## src/inc/aie_pkg.sv

```systemverilog
// Constants and types shared by the add instruction execution block
package aie_pkg;

    // ------------------------------------------------------------
    // Widths
    // ------------------------------------------------------------
    localparam int DATA_W  = 8;
    localparam int ADDR_W  = 12;
    localparam int INSTR_W = 16;
    localparam int PC_W    = 16;
    localparam int BANK_W  = 4;
    localparam int STAT_W  = 5;
    localparam int RADDR_W = 3;

    // ------------------------------------------------------------
    // Instruction encodings
    // ------------------------------------------------------------
    localparam logic [7:0] OPC_ADD_LITERAL = 8'h0f;
    localparam logic [5:0] OPC_ADD_FILE    = 6'h09;
    localparam logic [3:0] OPC_SECOND_WORD = 4'hf;
    localparam int         DEST_BIT        = 9;
    localparam int         ACCESS_BIT      = 8;

    // ------------------------------------------------------------
    // Status flag positions
    // ------------------------------------------------------------
    localparam int ST_CARRY    = 0;
    localparam int ST_DIGIT    = 1;
    localparam int ST_ZERO     = 2;
    localparam int ST_OVERFLOW = 3;
    localparam int ST_NEGATIVE = 4;

    // ------------------------------------------------------------
    // Special data memory locations and access bank split
    // ------------------------------------------------------------
    localparam logic [ADDR_W-1:0] ADDR_PORT      = 12'hf80;
    localparam logic [ADDR_W-1:0] ADDR_TIMER0    = 12'hfd0;
    localparam logic [ADDR_W-1:0] ADDR_PC_LOW    = 12'hff0;
    localparam logic [DATA_W-1:0] ACCESS_SPLIT   = 8'h80;
    localparam logic [BANK_W-1:0] ACCESS_LO_BANK = 4'h0;
    localparam logic [BANK_W-1:0] ACCESS_HI_BANK = 4'hf;

    // ------------------------------------------------------------
    // Software register offsets and reset values
    // ------------------------------------------------------------
    localparam logic [RADDR_W-1:0] REG_ACC    = 3'h0;
    localparam logic [RADDR_W-1:0] REG_STATUS = 3'h1;
    localparam logic [RADDR_W-1:0] REG_BANK   = 3'h2;
    localparam logic [RADDR_W-1:0] REG_CTRL   = 3'h3;
    localparam logic [RADDR_W-1:0] REG_STATE  = 3'h4;
    localparam logic [DATA_W-1:0]  RST_ACC    = 8'h00;
    localparam logic [STAT_W-1:0]  RST_STATUS = 5'h00;
    localparam logic [BANK_W-1:0]  RST_BANK   = 4'h0;
    localparam logic [PC_W-1:0]    RST_PC     = 16'h0000;
    localparam int                 PHASE_COUNT = 4;

    // ------------------------------------------------------------
    // Types
    // ------------------------------------------------------------
    typedef enum logic [3:0] {
        PH_DECODE  = 4'b0001,
        PH_READ    = 4'b0010,
        PH_PROCESS = 4'b0100,
        PH_WRITE   = 4'b1000
    } aie_phase_t;

    typedef enum logic [2:0] {
        OP_IDLE    = 3'b001,
        OP_ADD_LIT = 3'b010,
        OP_ADD_REG = 3'b100
    } aie_op_t;

endpackage

```

## src/aie_exec.sv

```systemverilog
// Execution unit for the add-literal and add-to-register instructions
`timescale 1ns/1ps
// Operation
// - port operand read from pins, not latch
// - timer-zero write clears assigned prescaler
// - program counter change flushes next cycle
// - stray second instruction word runs idle
// - started table write runs until terminated
// - add literal to accumulator, all five flags
// - add accumulator to register, one cycle
// - destination bit picks accumulator or register
// - access bit picks access bank or pointer
module aie_exec
    import aie_pkg::*;
#(
    parameter int DATA_WIDTH = DATA_W
) (
    input  wire logic                 sys_clk,
    input  wire logic                 reset,
    input  wire logic [INSTR_W-1:0]   instrWord,
    output logic      [PC_W-1:0]      programCounter,
    output logic      [ADDR_W-1:0]    dmemAddr,
    output logic                      dmemRead,
    input  wire logic [DATA_W-1:0]    dmemRdData,
    output logic                      dmemWrite,
    output logic      [DATA_W-1:0]    dmemWrData,
    input  wire logic [DATA_W-1:0]    portPins,
    output logic                      prescalerClear,
    input  wire logic                 tableWriteStart,
    input  wire logic                 tableWriteDone,
    output logic                      tableWriteBusy,
    input  wire logic [RADDR_W-1:0]   regAddr,
    input  wire logic [DATA_W-1:0]    regWrData,
    input  wire logic                 regWrite,
    input  wire logic                 regRead,
    output logic      [DATA_W-1:0]    regRdData
);

    // ------------------------------------------------------------
    // Elaboration check
    // ------------------------------------------------------------
    if (DATA_WIDTH != DATA_W) begin : g_width_check
        $error("aie_exec serves an 8-bit data path only");
    end

    // ------------------------------------------------------------
    // Functions
    // ------------------------------------------------------------
    function automatic logic [ADDR_W-1:0] effAddr(input logic accessSel,
                                                  input logic [BANK_W-1:0] bank,
                                                  input logic [DATA_W-1:0] f);
        logic [BANK_W-1:0] b;
        b = bank;
        if (!accessSel) begin
            b = (f < ACCESS_SPLIT) ? ACCESS_LO_BANK : ACCESS_HI_BANK;
        end
        return {b, f};
    endfunction

    // Returns {negative, overflow, zero, digit carry, carry, sum}
    function automatic logic [STAT_W+DATA_W-1:0] addFlags(input logic [DATA_W-1:0] a,
                                                         input logic [DATA_W-1:0] b);
        logic [DATA_W:0]   full;
        logic [4:0]        low;
        logic [DATA_W-1:0] s;
        logic              ov;
        full = {1'b0, a} + {1'b0, b};
        low  = {1'b0, a[3:0]} + {1'b0, b[3:0]};
        s    = full[DATA_W-1:0];
        ov   = (a[DATA_W-1] == b[DATA_W-1]) && (s[DATA_W-1] != a[DATA_W-1]);
        return {s[DATA_W-1], ov, (s == 8'h00), low[4], full[DATA_W], s};
    endfunction

    // ------------------------------------------------------------
    // State
    // ------------------------------------------------------------
    aie_phase_t        phase_r;
    aie_op_t           op_r;
    logic [DATA_W-1:0] literal_r;
    logic [ADDR_W-1:0] opAddr_r;
    logic              destFile_r;
    logic              flush_r;
    logic              pcLoad_r;
    logic [DATA_W-1:0] result_r;
    logic [DATA_W-1:0] accumulator_r;
    logic [STAT_W-1:0] status_r;
    logic [BANK_W-1:0] bankPtr_r;
    logic              prescalerAssigned_r;
    logic [DATA_W-1:0] pinMeta_r;
    logic [DATA_W-1:0] pinSync_r;
    logic [DATA_W-1:0] operand;
    logic [STAT_W+DATA_W-1:0] sumFlags;
    logic [PC_W-1:0]   pc_r;
    logic              tblBusy_r;

    assign programCounter = pc_r;
    assign tableWriteBusy = tblBusy_r;

    // ------------------------------------------------------------
    // Phase sequencer
    // ------------------------------------------------------------
    always_ff @(posedge sys_clk or posedge reset) begin
        if (reset) begin
            phase_r <= PH_DECODE;
        end else begin
            case (phase_r)
                PH_DECODE:  phase_r <= PH_READ;
                PH_READ:    phase_r <= PH_PROCESS;
                PH_PROCESS: phase_r <= PH_WRITE;
                PH_WRITE:   phase_r <= PH_DECODE;
                default:    phase_r <= PH_DECODE;
            endcase
        end
    end

    // ------------------------------------------------------------
    // Decode
    // ------------------------------------------------------------
    always_ff @(posedge sys_clk or posedge reset) begin
        if (reset) begin
            op_r       <= OP_IDLE;
            literal_r  <= 8'h00;
            opAddr_r   <= 12'h000;
            destFile_r <= 1'b0;
        end else if (phase_r == PH_DECODE) begin
            literal_r  <= instrWord[DATA_W-1:0];
            opAddr_r   <= effAddr(instrWord[ACCESS_BIT], bankPtr_r,
                                  instrWord[DATA_W-1:0]);
            destFile_r <= instrWord[DEST_BIT];
            // A flushed slot and an orphan second word both decode as idle
            if (flush_r || instrWord[15:12] == OPC_SECOND_WORD) begin
                op_r <= OP_IDLE;
            end else if (instrWord[15:8] == OPC_ADD_LITERAL) begin
                op_r <= OP_ADD_LIT;
            end else if (instrWord[15:10] == OPC_ADD_FILE) begin
                op_r <= OP_ADD_REG;
            end else begin
                op_r <= OP_IDLE;
            end
        end
    end

    // ------------------------------------------------------------
    // Operand read and pin synchroniser
    // ------------------------------------------------------------
    always_ff @(posedge sys_clk or posedge reset) begin
        if (reset) begin
            pinMeta_r <= 8'h00;
            pinSync_r <= 8'h00;
        end else begin
            pinMeta_r <= portPins;
            pinSync_r <= pinMeta_r;
        end
    end

    always_ff @(posedge sys_clk or posedge reset) begin
        if (reset) begin
            dmemRead <= 1'b0;
            dmemAddr <= 12'h000;
        end else begin
            dmemRead <= (phase_r == PH_DECODE) && !flush_r
                        && instrWord[15:12] != OPC_SECOND_WORD
                        && instrWord[15:10] == OPC_ADD_FILE;
            if (phase_r == PH_DECODE) begin
                dmemAddr <= effAddr(instrWord[ACCESS_BIT], bankPtr_r,
                                    instrWord[DATA_W-1:0]);
            end
        end
    end

    // Pins rather than the output latch, so a pulled-low input writes back zero
    always_comb begin
        if (opAddr_r == ADDR_PORT) begin
            operand = pinSync_r;
        end else if (opAddr_r == ADDR_PC_LOW) begin
            operand = pc_r[DATA_W-1:0];
        end else begin
            operand = dmemRdData;
        end
        if (op_r == OP_ADD_LIT) begin
            operand = literal_r;
        end
    end

    assign sumFlags = addFlags(accumulator_r, operand);

    // ------------------------------------------------------------
    // Process and write back
    // ------------------------------------------------------------
    always_ff @(posedge sys_clk or posedge reset) begin
        if (reset) begin
            result_r       <= 8'h00;
            dmemWrite      <= 1'b0;
            dmemWrData     <= 8'h00;
            prescalerClear <= 1'b0;
            pcLoad_r       <= 1'b0;
        end else begin
            dmemWrite      <= 1'b0;
            prescalerClear <= 1'b0;
            pcLoad_r       <= 1'b0;
            if (phase_r == PH_PROCESS && op_r != OP_IDLE) begin
                result_r   <= sumFlags[DATA_W-1:0];
                dmemWrData <= sumFlags[DATA_W-1:0];
                if (op_r == OP_ADD_REG && destFile_r) begin
                    // Program counter low byte lives in the core, not in memory
                    pcLoad_r  <= (opAddr_r == ADDR_PC_LOW);
                    dmemWrite <= (opAddr_r != ADDR_PC_LOW);
                    prescalerClear <= (opAddr_r == ADDR_TIMER0)
                                      && prescalerAssigned_r;
                end
            end
        end
    end

    // Core update wins over a software write in the same cycle
    always_ff @(posedge sys_clk or posedge reset) begin
        if (reset) begin
            accumulator_r <= RST_ACC;
            status_r      <= RST_STATUS;
        end else if (phase_r == PH_PROCESS && op_r != OP_IDLE) begin
            status_r <= sumFlags[STAT_W+DATA_W-1:DATA_W];
            if (op_r == OP_ADD_LIT || !destFile_r) begin
                accumulator_r <= sumFlags[DATA_W-1:0];
            end
        end else if (regWrite) begin
            if (regAddr == REG_ACC) begin
                accumulator_r <= regWrData;
            end
            if (regAddr == REG_STATUS) begin
                status_r <= regWrData[STAT_W-1:0];
            end
        end
    end

    // ------------------------------------------------------------
    // Program counter and flush
    // ------------------------------------------------------------
    always_ff @(posedge sys_clk or posedge reset) begin
        if (reset) begin
            pc_r    <= RST_PC;
            flush_r <= 1'b0;
        end else if (phase_r == PH_WRITE) begin
            if (pcLoad_r) begin
                pc_r    <= {pc_r[PC_W-1:DATA_W], result_r};
                flush_r <= 1'b1;
            end else if (flush_r) begin
                // Idle slot keeps the new address, so the jump target still runs
                flush_r <= 1'b0;
            end else begin
                pc_r    <= pc_r + 16'h0001;
                flush_r <= 1'b0;
            end
        end
    end

    // ------------------------------------------------------------
    // Table write tracking
    // ------------------------------------------------------------
    always_ff @(posedge sys_clk or posedge reset) begin
        if (reset) begin
            tblBusy_r <= 1'b0;
        end else if (tableWriteStart) begin
            tblBusy_r <= 1'b1;
        end else if (tableWriteDone) begin
            tblBusy_r <= 1'b0;
        end
    end

    // ------------------------------------------------------------
    // Software registers
    // ------------------------------------------------------------
    always_ff @(posedge sys_clk or posedge reset) begin
        if (reset) begin
            bankPtr_r           <= RST_BANK;
            prescalerAssigned_r <= 1'b0;
        end else if (regWrite) begin
            if (regAddr == REG_BANK) begin
                bankPtr_r <= regWrData[BANK_W-1:0];
            end
            if (regAddr == REG_CTRL) begin
                prescalerAssigned_r <= regWrData[0];
            end
        end
    end

    always_ff @(posedge sys_clk or posedge reset) begin
        if (reset) begin
            regRdData <= 8'h00;
        end else if (regRead) begin
            case (regAddr)
                REG_ACC:    regRdData <= accumulator_r;
                REG_STATUS: regRdData <= {3'h0, status_r};
                REG_BANK:   regRdData <= {4'h0, bankPtr_r};
                REG_CTRL:   regRdData <= {7'h00, prescalerAssigned_r};
                REG_STATE:  regRdData <= {phase_r, 2'h0, flush_r, tblBusy_r};
                default:    regRdData <= 8'h00;
            endcase
        end else begin
            regRdData <= 8'h00;
        end
    end

    logic decLit;
    logic decReg;
    assign decLit = phase_r == PH_DECODE && !flush_r && instrWord[15:8] == OPC_ADD_LITERAL;
    assign decReg = phase_r == PH_DECODE && !flush_r && instrWord[15:10] == OPC_ADD_FILE;
endmodule

```

## config.mk

```make
export PLATFORM = sky130hd
export DESIGN_NAME = aie_exec
export DESIGN_NICKNAME = d
export VERILOG_FILES = /design/src/inc/aie_pkg.sv /design/src/aie_exec.sv
export SDC_FILE = /design/constraint.sdc
export NUM_CORES = 1
export LEC_CHECK = 0
export ABC_AREA = 0
export BUFFER_PORTS_ARGS = -buffer_cell sky130_fd_sc_hd__buf_2
export CAP_MARGIN = 5
export CORE_MARGIN = 2
export CORE_UTILIZATION = 54
export DETAILED_ROUTE_END_ITERATION = 8
export PLACE_DENSITY = 0.79
export SETUP_SLACK_MARGIN = 0.5
export SYNTH_ARGS = -nofsm -noshare
export SYNTH_HDL_FRONTEND = slang
export SYNTH_SLANG_ARGS = --single-unit
```

## constraint.sdc

```tcl
create_clock -name sys_clk -period 4.7 [get_ports sys_clk]
set_input_delay 0.235 -clock sys_clk [delete_from_list [all_inputs] [get_ports sys_clk]]
set_output_delay 0.235 -clock sys_clk [all_outputs]
set_load 0.02 [all_outputs]
```

-- Word level (Yosys, flattened, before mapping)
Cells that the tools add are included.
- bits in registers: 100
- output and inout port bits: 48
- bits of input ports: 49
- reductions and logical operators: 23
- add/sub/neg operators: 3
- bitwise gates (word level): 2
- order comparisons: 1
- eq/ne operators: 23
- multiplexer cells: 29
- operators with widths (cell ; number):
    two-way mux 8 bit ; 10
    case mux 8 bit (5 select lines) ; 1
    == test 12 bit, second input constant ; 3
    adder 16 x 1 -> 16 bit, second input constant ; 1
    two-way mux 5 bit ; 3
    inequality test 12 bit, second input constant ; 1
    case mux 4 bit (3 select lines) ; 1
    adder 8 x 8 -> 9 bit ; 1
    == test 3 x 2 -> 1 bit, second input constant ; 3
    two-way mux 1 bit ; 9
    two-way mux 3 bit ; 3
    == test 4 bit, second input constant ; 2
    == test 8 x 4 -> 1 bit, second input constant ; 1
    logical NOT 8 bit ; 1
    < comparator 8 bit, second input constant ; 1
    two-way mux 4 bit ; 2
    AND reduction 2 bit ; 4
    nonzero test 2 bit ; 4
    logical AND 1 bit ; 7
    == test 3 bit, second input constant ; 2
    == test 6 x 4 -> 1 bit, second input constant ; 1
    AND reduction 3 bit ; 2
    adder 4 x 4 -> 5 bit ; 1
    == test 4 x 1 -> 1 bit, second input constant ; 1
    other kinds (12) ; 16

-- Logic depth before layout (Yosys ltp)
Gate-level depths: netlist of the first run.
- depth in word-level cells: 8
- gate-level depth with buffers: 16
- gate-level depth less buffers: 15

-- Worst setup path after synthesis of the first run
Ideal clock, no wire load.
- path kind: register -> register
- start: reg literal_r[1]
- end: reg status_r[2]
- path buffers: 1
- data required time: 4.633 ns
- cell stages (with the launch flop): 17
- data arrival time: 3.984 ns
- path slack: 0.649 ns
- library setup time: 0.067 ns
- clock period less this slack: 4.051 ns
- cells stage by stage: dfrtp_1 -> or4b_1 -> or3_4 -> or4_4 -> buf_6 -> nand2_1 -> o21ai_1 -> o21ai_0 -> ha_1 -> inv_1 -> fa_1 -> nand2b_1 -> a21oi_1 -> xor2_1 -> or4_1 -> nor3_1 -> o32a_1
- word-level cells in the longest chain between the ends: 4
- ends and longest elaborated chain (element ; RTL line ; text):
    from (decl) ; aie_exec.sv:79 ; logic [DATA_W-1:0] literal_r;
    from (signal assigned) ; aie_exec.sv:126 ; literal_r <= instrWord[DATA_W-1:0];
    two-way mux 8 bit ; aie_exec.sv:180 ; if (op_r == OP_ADD_LIT) begin
    adder 8 x 8 -> 9 bit ; aie_exec.sv:67 ; full = {1'b0, a} + {1'b0, b};
    logical NOT 8 bit ; aie_exec.sv:71 ; return {s[DATA_W-1], ov, (s == 8'h00), low[4], full[DATA_W], s};
    two-way mux 5 bit ; aie_exec.sv:220 ; end else if (phase_r == PH_PROCESS && op_r != OP_IDLE) begin
    to (signal assigned) ; aie_exec.sv:221 ; status_r <= sumFlags[STAT_W+DATA_W-1:DATA_W];
    to (signal assigned) ; aie_exec.sv:230 ; status_r <= regWrData[STAT_W-1:0];
    to (decl) ; aie_exec.sv:86 ; logic [STAT_W-1:0] status_r;
No other way between the ends.
A chain may end at the register's enable or synchronous reset.

-- Final worst setup path of the first run
Ends and elaborated chain as after synthesis.

==> impl_metrics.tcl, run 1 <==
set metrics [dict create \
    synth_fp_nets 500 \
    clkPwrFrac_pct 27.2 \
    critPathMaxStageDelay_ns 0.55 \
    clockBufferDepth 2 \
    criticalPathCategory "reg -> reg" \
    ys.flop_type "dfrtp_1" \
    ys_types 50 \
    cp_max_fo 5 \
    swShare_pct 31.30 \
    wirelength_um 10320 \
    syn-cell-area_sq_um 4415 \
    arrival_ns 4.39 \
    synth_most_common_cell "dfrtp_1" \
    critical_path.top_delay_family "simple AND/OR/NAND/NOR gates" \
    die_h_um 94.43 \
    setup_violations 0 \
    status "finished, violations left" \
    ios 97 \
    worst-path-buf-inv 1 \
    timing.setup.tns_ns 0 \
    post_drt_wl_per_cell_um 15.83 \
    vias 3602 \
    antenna-diode-count 0 \
    h-tree-depth 3 \
    slew_headroom_pct 47.80 \
    finalHoldViolations 25 \
    crit_path_start_kind "flop" \
    worstHoldPathType "in -> async" \
    ant_nets 0 \
    cts_buffers 9 \
    pwr-share-comb_pct 20.2 \
    switching_power_mw 0.5519 \
    cts_tree "done" \
    synthCells 441 \
    total_power_mw 1.763 \
    synthTopCellsByCount "dfrtp_1, nand2_1, o21ai_0" \
    utilization_pct 67.90 \
    dp_cells 623 \
    yosysTopAreaCell "dfrtp_1" \
    ys_ff_latch 92 \
    drt_iter0_markers 250 \
    drt-vias-per-instance 5.525 \
    synth_seq_area_share_pct 52.20 \
    avgSynthCellArea_sq_um 10.01 \
    grtUsageTotal_pct 25.06 \
    cts_sinks 92 \
    slew_viol_final 0 \
    power_leakage_nw 2.545 \
    fin_crit_ns 4.102 \
    dp_hpwl_um 7696 \
    coreArea_sq_um 7807 \
    clk_latency_ns 0.36 \
    antenna_found_initial 0 \
    p_seq_share_pct 52.6 \
    crit_top_cell "o21ai_1" \
    async_flop_share_pct 100.0 \
    die_w_um 94.43 \
    fin_skew_ns 0.01579 \
    gp_congestion 0.8445 \
    start_util_pct 56.55 \
    drive_above_1_share_pct 27.09 \
    grt_max_degree 49 \
    powerDensity_nw_per_um2 332.6 \
    rsz0062_at_grt "true" \
    dieArea_sq_um 8916 \
    yosys_warnings 0 \
    io_buffers 96 \
    maxCapViolations 0 \
    path_cells "or4b_4, or3_4, or4_4, nand2_1, o21ai_1, o21ai_1, ha_2, inv_1, fa_1, nand2b_4, a21oi_2, xor2_1, or4_1, nor3_2, o32a_1" \
    synth_top_area_share_pct 51.01 \
    worst_pin_slew_ns 0.7830 \
    peakVddDrop_uv 197.6 \
    period_share_pct 87.29 \
    clkTransAtPathRegs_ns 0.10 \
    root_buffer "clkbuf_8" \
    drt-pass1-iter-count 4 \
    syn_to_final_growth_pct 20.06 \
    ys_top_cells_by_area "dfrtp_1, nand2_1, mux2i_1" \
    drc 0 \
    p_int_mw 1.211 \
    critPathRequiredTime_ns 4.99 \
    synth_edf_count 0 \
    max_freq_ghz 0.2438 \
    final_nets 604 \
    grt_pass1_wl_um 17060 \
    grt.overflow.total 0 \
    layoutNonFillerInstCount 652 \
    first_global_vias 3513 \
    slowest_stage "or4b_4" \
    end_kind "flop" \
    whs_ns -0.03447 \
    rows 32 \
    violations "negative hold slack" \
]
==> placed cells by master, fill, tap and decap left out, drive strengths merged, types with 4 or more instances in the layout <==
cell type and count:
buf 105, dfrtp 90, nand2 77, o21ai 39, nor2 27, a21oi 24
mux2i 20, a22oi 13, nand3 12, a21o 9, clkbuf 9, ha 9
inv 9, mux2 8, xor2 8, dlygate4sd3 8, nor3 7, nand2b 6
xnor2 6, nor2b 5, nor3b 5, and2 5, nand4 4, nor4b 4
or4b 4
==> sequential cells by signal, summed over array words and instances, names as in the netlist, 3 cells and up <==
name / flops
accumulator_r: 8
bankPtr_r: 4
dmemAddr: 5
literal_r: 7
op_r: 3
phase_r: 4
pinMeta_r: 8
pinSync_r: 8
programCounter: 16
regRdData: 8
result_r: 8
status_r: 5
==> worst reg2reg max path, stage by stage (launching register included) <==
cell and delay, ns:
dfrtp_1 0.42, or4b_4 0.55, or3_4 0.39, or4_4 0.52
nand2_1 0.09, o21ai_1 0.07, o21ai_1 0.13, ha_2 0.20
inv_1 0.05, fa_1 0.41, nand2b_4 0.17, a21oi_2 0.16
xor2_1 0.09, or4_1 0.52, nor3_2 0.12, o32a_1 0.14
==> kinds of logic (layout without fill, tap and decap cells) <==
| kind of cell | Yosys count | after routing | synth area share [%] |
|---|---|---|---|
| adder cells (fa/ha/maj) | 10 | 10 | 3.004 |
| flip-flops | 92 | 92 | 52.20 |
| AND/OR/NAND/NOR | 171 | 171 | 19.41 |
| buffers and inverters | 28 | 137 | 2.720 |
| XOR/XNOR | 14 | 14 | 2.777 |
| AO/OA/AOI/OAI | 98 | 98 | 13.32 |
| multiplexers | 28 | 28 | 6.574 |
==> per-layer routing <==
layer | GRT usage, % | up-vias | routed length (um)
li1 | - | 1760 | -
met1 | 35.71 | 1708 | 4687
met2 | 39.23 | 116 | 4896
met3 | 4.150 | 18 | 550
met4 | 8.696 | 0 | 190
met5 | 0 | - | 0
==> layout make-up <==
cell class                      count  area, sq um
Sequential cell                    92         2305
Multi-Input combinational cell    321         2036
Tap cell                          102        127.6
Clock buffer                        9        123.9
Fill cell                         654         2506
Clock inverter                      7        50.05
Inverter                            8        31.28
Timing Repair Buffer              113        628.1
==> worst paths after layout <==
check	from	to	slack, ns	cells past startpoint
max	literal_r[1]$_DFFE_PP0N_	status_r[2]$_DFFE_PP0P_	0.60	15
min in group sys_clk	tableWriteStart	tableWriteBusy$_DFFE_PP0P_	0.05	2
min	reset	programCounter[8]$_DFFE_PP0P_	-0.03	2
min reg2reg	pinMeta_r[1]$_DFF_PP0_	pinSync_r[1]$_DFF_PP0_	0.35	0
max reg2reg	literal_r[1]$_DFFE_PP0N_	status_r[2]$_DFFE_PP0P_	0.60	15
max in group asynchronous	reset	op_r[0]$_DFFE_PP1N_	3.69	3
==> timing repair <==
| action | CTS | global route |
|---|---|---|
| pin swaps | 1 | 1 |
| buffers inserted | 3 | 2 |
| endpoints found under the hold margin | 8 | 0 |
| hold buffers | 8 | 0 |
| gates resized for setup | 1 | 8 |
| setup endpoints to repair | 1 | 5 |
==> stage by stage <==
| step | cell area [sq um] | setup slack, ns |
|---|---|---|
| 2_1_floorplan | 4415 | 0.6493 |
| 3_3_place_gp | 4971 | 0.5619 |
| 3_5_place_dp | 4971 | 0.4482 |
| 4_1_cts | 5251 | 0.5174 |
| 5_1_grt | 5301 | 0.3746 |
| 6_report | 5301 | 0.5976 |
==> power by group through the flow <==
| stage | registers [mW] | logic [mW] | clock network (mW) |
|---|---|---|---|
| floorplan | 0.956 | 0.197 | 0 |
| global placement | 0.941 | 0.320 | 0 |
| detailed placement | 0.943 | 0.327 | 0 |
| CTS | 0.927 | 0.335 | 0.488 |
| global route | 0.936 | 0.399 | 0.529 |
| finish | 0.928 | 0.355 | 0.480 |
Power figures use the tool's default switching activity.
==> run 2, diff against run 1 <==
- ABC_AREA: 0 -> 1
- CORE_UTILIZATION: 54 -> 55
- PLACE_DENSITY: 0.79 -> 0.8
==> impl_metrics.tcl, run 2 <==
set metrics [dict create \
    antenna_found_initial 0 \
    post_drt_wl_per_cell_um 15.62 \
    grtUsageTotal_pct 28.17 \
    fin_skew_ns 0.009252 \
    setup_violations 0 \
    grt_pass1_wl_um 19390 \
    h-tree-depth 3 \
    grt_max_degree 65 \
    first_global_vias 4002 \
    ys.flop_type "dfrtp_1" \
    slew_headroom_pct 45.93 \
    antenna-diode-count 0 \
    drive_above_1_share_pct 21.12 \
    status "finished clean" \
    finalHoldViolations 0 \
    use_met3_pct 5.296 \
    ctsResizeCount 0 \
    avgSynthCellArea_sq_um 8.188 \
    drt-pass1-iter-count 6 \
    vias 4185 \
    wirelength_um 12220 \
    worstHoldPathType "in -> reg" \
    dp_hpwl_um 9172 \
    slew_viol_final 0 \
    largest_reg_flops 16 \
    grtUsageMet1_pct 39.63 \
    final_common_cell "nand2_1" \
    timing.setup.tns_ns 0 \
    most-common-layout-cells "nand2_1, buf_2, dfrtp_1" \
    synthCells 564 \
    maxCapViolations 0 \
    grt.overflow.total 0 \
    rows 33 \
    cts_buffers 9 \
    cts_tree "done" \
    fillers 689 \
    cp_max_fo 16 \
    max_freq_ghz 0.3234 \
    io_buffers 96 \
    ys_types 43 \
    drt_iter0_markers 264 \
    ys_ff_latch 92 \
    cts_sinks 92 \
    final_nets 731 \
    power_leakage_nw 2.873 \
    dieArea_sq_um 9146 \
    yosys_warnings 0 \
    root_buffer "clkbuf_8" \
    end_kind "flop" \
    drc 0 \
    peakVddDrop_uv 218.8 \
    ys_top_cells_by_area "dfrtp_1, nand2_1, inv_1" \
    start_util_pct 56.49 \
    criticalPathCategory "reg -> reg" \
    synth_seq_area_share_pct 49.91 \
    worst_pin_slew_ns 0.8111 \
    rsz0062_at_grt "false" \
    async_flop_share_pct 100.0 \
    ios 97 \
    synth_edf_count 0 \
    clockBufferDepth 2 \
    coreArea_sq_um 8175 \
    fin_crit_ns 3.092 \
    syn_to_final_growth_pct 18.83 \
    multiInputGateArea_sq_um 1921 \
    drt-vias-per-instance 5.352 \
    synth_top_area_share_pct 48.77 \
    seqCellArea_sq_um 2305 \
    ant_nets 0 \
    grt.busiest_layer "met2" \
    whs_ns 0.04242 \
    clk_latency_ns 0.36 \
    synth_fp_nets 623 \
    powerDensity_nw_per_um2 338.4 \
    gp_congestion 0.9002 \
    synth_most_common_cell "nand2_1" \
    critPathRequiredTime_ns 4.94 \
    arrival_ns 3.33 \
    synthTopCellsByCount "nand2_1, dfrtp_1, inv_1" \
    total_power_mw 1.857 \
    met2_usage_pct 44.41 \
    clkTransAtPathRegs_ns 0.10 \
    die_h_um 95.64 \
    die_w_um 95.64 \
    period_share_pct 65.79 \
    yosysTopAreaCell "dfrtp_1" \
    syn-cell-area_sq_um 4618 \
    crit_path_start_kind "flop" \
]
## run 2: cell types whose count changed after synthesis, moves of 14 or more
| cell | before | now |
|---|---|---|
| clkbuf_1 | 18 | 4 |
| inv_1 | 8 | 83 |
| mux2i_1 | 20 | 0 |
| nand2_1 | 77 | 137 |
| nand3_1 | 12 | 42 |
| nor2_1 | 26 | 41 |
| o21ai_0 | 28 | 42 |
## run 2: through the flow
step	util [%]	setup WS (ns)	std cells	cell area (sq um)
after floorplan	-	1.975	564	4618
after global placement	63.44	1.836	757	5186
after detailed placement	63.44	1.666	757	5186
after CTS	67.13	1.628	782	5488
after global routing	67.13	1.319	782	5488
final	67.13	1.608	782	5488
## run 2: per-layer routing
metal / vias to the layer above / wire [um]
li1: 2047 / -
met1: 1969 / 5570
met2: 151 / 5745
met3: 18 / 651
met4: 0 / 250
met5: - / 0
## run 2: worst paths after layout
path                       depth (start not counted)  slack, ns                             to                startpoint
setup / recovery                                  18       1.61        result_r[6]$_DFFE_PP0P_  literal_r[2]$_DFFE_PP0N_
hold / removal                                     2       0.04     tableWriteBusy$_DFFE_PP0P_            tableWriteDone
setup reg to reg                                  18       1.61        result_r[6]$_DFFE_PP0P_  literal_r[2]$_DFFE_PP0N_
hold reg to reg                                    0       0.36         pinSync_r[2]$_DFF_PP0_    pinMeta_r[2]$_DFF_PP0_
max in group asynchronous                          4       3.10           phase_r[3]$_DFF_PP0_                     reset
min in group asynchronous                          3       0.42  programCounter[8]$_DFFE_PP0P_                     reset
## run 2: area by class of cell
class                   instances  area share [%]
well taps                     105           2.394
inverters                      88           6.088
multi-input cells             374           35.00
clock inverters                 7           1.596
flip-flops and latches         92           42.00
repair buffers                107           10.67
clock buffers                   9           2.257
## run 2: report_power, final
part	switching (mW)	internal [mW]
logic	0.228	0.131
clock network	0.319	0.260
registers	0.0567	0.861
## run 2: logic make-up (layout without fill, tap and decap cells)
group           count (synthesis)  after routing  share of synthesized area [%]
simple gates                  256            256                          24.65
compound gates                100            100                          12.54
buf+inv                        98            211                          8.507
flops                          92             92                          49.91
fa+ha+maj                      10             10                          2.872
xor+xnor                        8              8                          1.517
## run 2: what timing repair did
item | 4_1_cts | 5_1_grt
endpoints found under the hold margin | 36 | 0
hold buffers | 9 | 0
buffers inserted | 0 | 0
setup endpoints to repair | 0 | 0
## run 2: worst max-delay path: stages (launching register included)
cell	delay, ns
dfrtp_1	0.39
inv_1	0.11
nand4_1	0.12
nor2_2	0.22
nand2_1	0.33
o211ai_1	0.20
nand2_1	0.06
o21ai_0	0.08
ha_1	0.21
inv_1	0.06
fa_1	0.40
inv_1	0.10
nand3_1	0.10
nand2_1	0.13
nand2_1	0.08
nand2_1	0.06
nand2_1	0.08
nand3_1	0.14
o21ai_0	0.12
==> run 3, diff against run 2 <==
- ABC_AREA: 1 -> 0
- CORE_UTILIZATION: 55 -> 54
- PLACE_DENSITY: 0.8 -> 0.79
- clock period: 4.7 -> 3.14 ns (I/O delays scaled with it)
==> impl_metrics.tcl, run 3 (synthesized netlist as in run 1, its figures left out) <==
set metrics [dict create \
    status "finished, violations left" \
    violations "negative setup slack" \
    arrival_ns 4.42 \
    grt.overflow.total 0 \
    io_buffers 96 \
    wirelength_um 13970 \
    drt-met1-wl_um 5239 \
    dp_hpwl_um 8453 \
    ios 97 \
    h-tree-depth 3 \
    rsz0062_at_grt "true" \
    drt_iter0_markers 386 \
    cts_tree "done" \
    whs_ns 0.01381 \
    largest_reg_flops 16 \
    vias 4255 \
    clockBufferDepth 2 \
    critical_path.top_delay_family "simple AND/OR/NAND/NOR gates" \
    crit_path_start_kind "flop" \
    cp_max_fo 4 \
    die_h_um 94.43 \
    post-place-ws_ns -0.8217 \
    final_common_cell "buf_2" \
    highest_layer "met4" \
    total_power_mw 3.173 \
    fillers 489 \
    first_global_vias 4070 \
    clk_latency_ns 0.37 \
    worst-path-buf-inv 1 \
    die_w_um 94.43 \
    dieArea_sq_um 8916 \
    syn_to_final_growth_pct 40.24 \
    antenna_found_initial 0 \
    crit_top_cell "or4_4" \
    grt_pass1_wl_um 19710 \
    powerDensity_nw_per_um2 512.5 \
    slowest_stage "or4b_4" \
    period_share_pct 131.2 \
    drive_above_1_share_pct 41.52 \
    utilization_pct 79.31 \
    root_buffer "clkbuf_8" \
    layoutNonFillerInstCount 709 \
    critPathRequiredTime_ns 3.44 \
    ant_nets 0 \
    dp_cells 658 \
    wl_met3_um 1029 \
    critPathMaxStageDelay_ns 0.54 \
    coreArea_sq_um 7807 \
    antenna-diode-count 0 \
    design_area_sq_um 6192 \
    post_drt_wl_per_cell_um 19.70 \
    slew_headroom_pct 35.84 \
    route.met2.wl_um 6786 \
    gp_congestion 0.8953 \
    fin_crit_ns 4.119 \
    criticalPathCategory "reg -> reg" \
    peakVddDrop_uv 339.8 \
    power_leakage_nw 2.917 \
    max_freq_ghz 0.2428 \
    rows 32 \
    most-common-layout-cells "buf_2, dfrtp_1, nand2_1" \
    final_nets 661 \
    worstHoldPathType "in -> reg" \
    fin_skew_ns 0.01568 \
    clkTransAtPathRegs_ns 0.09 \
    cts_sinks 92 \
    start_util_pct 56.55 \
    grt_max_degree 55 \
    maxCapViolations 0 \
    worst_pin_slew_ns 0.9618 \
    drt-vias-per-instance 6.001 \
    end_kind "flop" \
    fin_ws_ns -0.9793 \
    setup_violations 19 \
    slew_viol_final 0 \
    timing.setup.tns_ns -12.25 \
    cts_buffers 9 \
    grtUsageTotal_pct 29.32 \
    path_cells "or4b_4, or3_4, or4_4, buf_12, a21oi_1, mux2i_1, fa_2, nand2b_4, a21oi_4, xor2_1, or4_4, nor3_2, o32a_1" \
    post_dp_cell_area_sq_um 5274 \
    drc 0 \
    drt-pass1-iter-count 5 \
    finalHoldViolations 0 \
]
==> run 3: changes by cell type in the layout (fill, tap and decap cells not counted), sizes merged, moves of 11 or more <==
cell	delta
nand2	-65
buf	+55
nand3	-31
nor2	-21
inv	-83
a22oi	+13
mux2i	+20
o21ai	-11
==> run 3: area by class of cell <==
cell class / count / area, sq um / share of cell area, %
multi-input cells: 321 / 2362 / 38.15
repair buffers: 170 / 1165 / 18.81
well taps: 102 / 127.6 / 2.061
clock buffers: 9 / 123.9 / 2.000
flip-flops and latches: 92 / 2308 / 37.28
clock inverters: 7 / 73.82 / 1.192
inverters: 8 / 31.28 / 0.5052
==> run 3: final timing paths <==
| kind | startpoint | endpoint | slack [ns] | cells after the start |
|---|---|---|---|---|
| worst max register to register | literal_r[3]$_DFFE_PP0N_ | status_r[2]$_DFFE_PP0P_ | -0.98 | 13 |
| min in group asynchronous | reset | programCounter[9]$_DFFE_PP0P_ | 0.39 | 3 |
| max in group asynchronous | reset | op_r[0]$_DFFE_PP1N_ | 1.98 | 4 |
| worst max-delay path | literal_r[3]$_DFFE_PP0N_ | status_r[2]$_DFFE_PP0P_ | -0.98 | 13 |
| worst min register to register | pinMeta_r[1]$_DFF_PP0_ | pinSync_r[1]$_DFF_PP0_ | 0.36 | 0 |
| worst min-delay path | instrWord[9] | destFile_r$_DFFE_PP0N_ | 0.01 | 3 |
==> run 3: what timing repair did <==
action | in CTS | in global routing
endpoints found under the setup margin | 21 | 21
pin swaps | 9 | 16
setup buffers | 14 | 4
hold buffers | 17 | 0
gates resized for setup | 44 | 46
endpoints found under the hold margin | 54 | 0
==> run 3: tightest hold or removal path, delay by kind of cell <==
kind,cells,cell delay [ns]
compound gates,1,0.06
buf+inv,1,0.09
simple gates,1,0.04
==> run 3: report_power, final <==
part / switching [mW] / total, mW / leakage (nW) / internal, mW
clock network: 0.438 / 0.810 / 0.100 / 0.372
registers: 0.109 / 1.40 / 1.14 / 1.29
logic: 0.486 / 0.960 / 1.68 / 0.474
==> run 3: per-layer routing <==
layer	global-route usage [%]	vias up
li1	-	1880
met1	37.13	2023
met2	47.56	276
met3	5.507	76
met4	16.55	0
met5	0	-
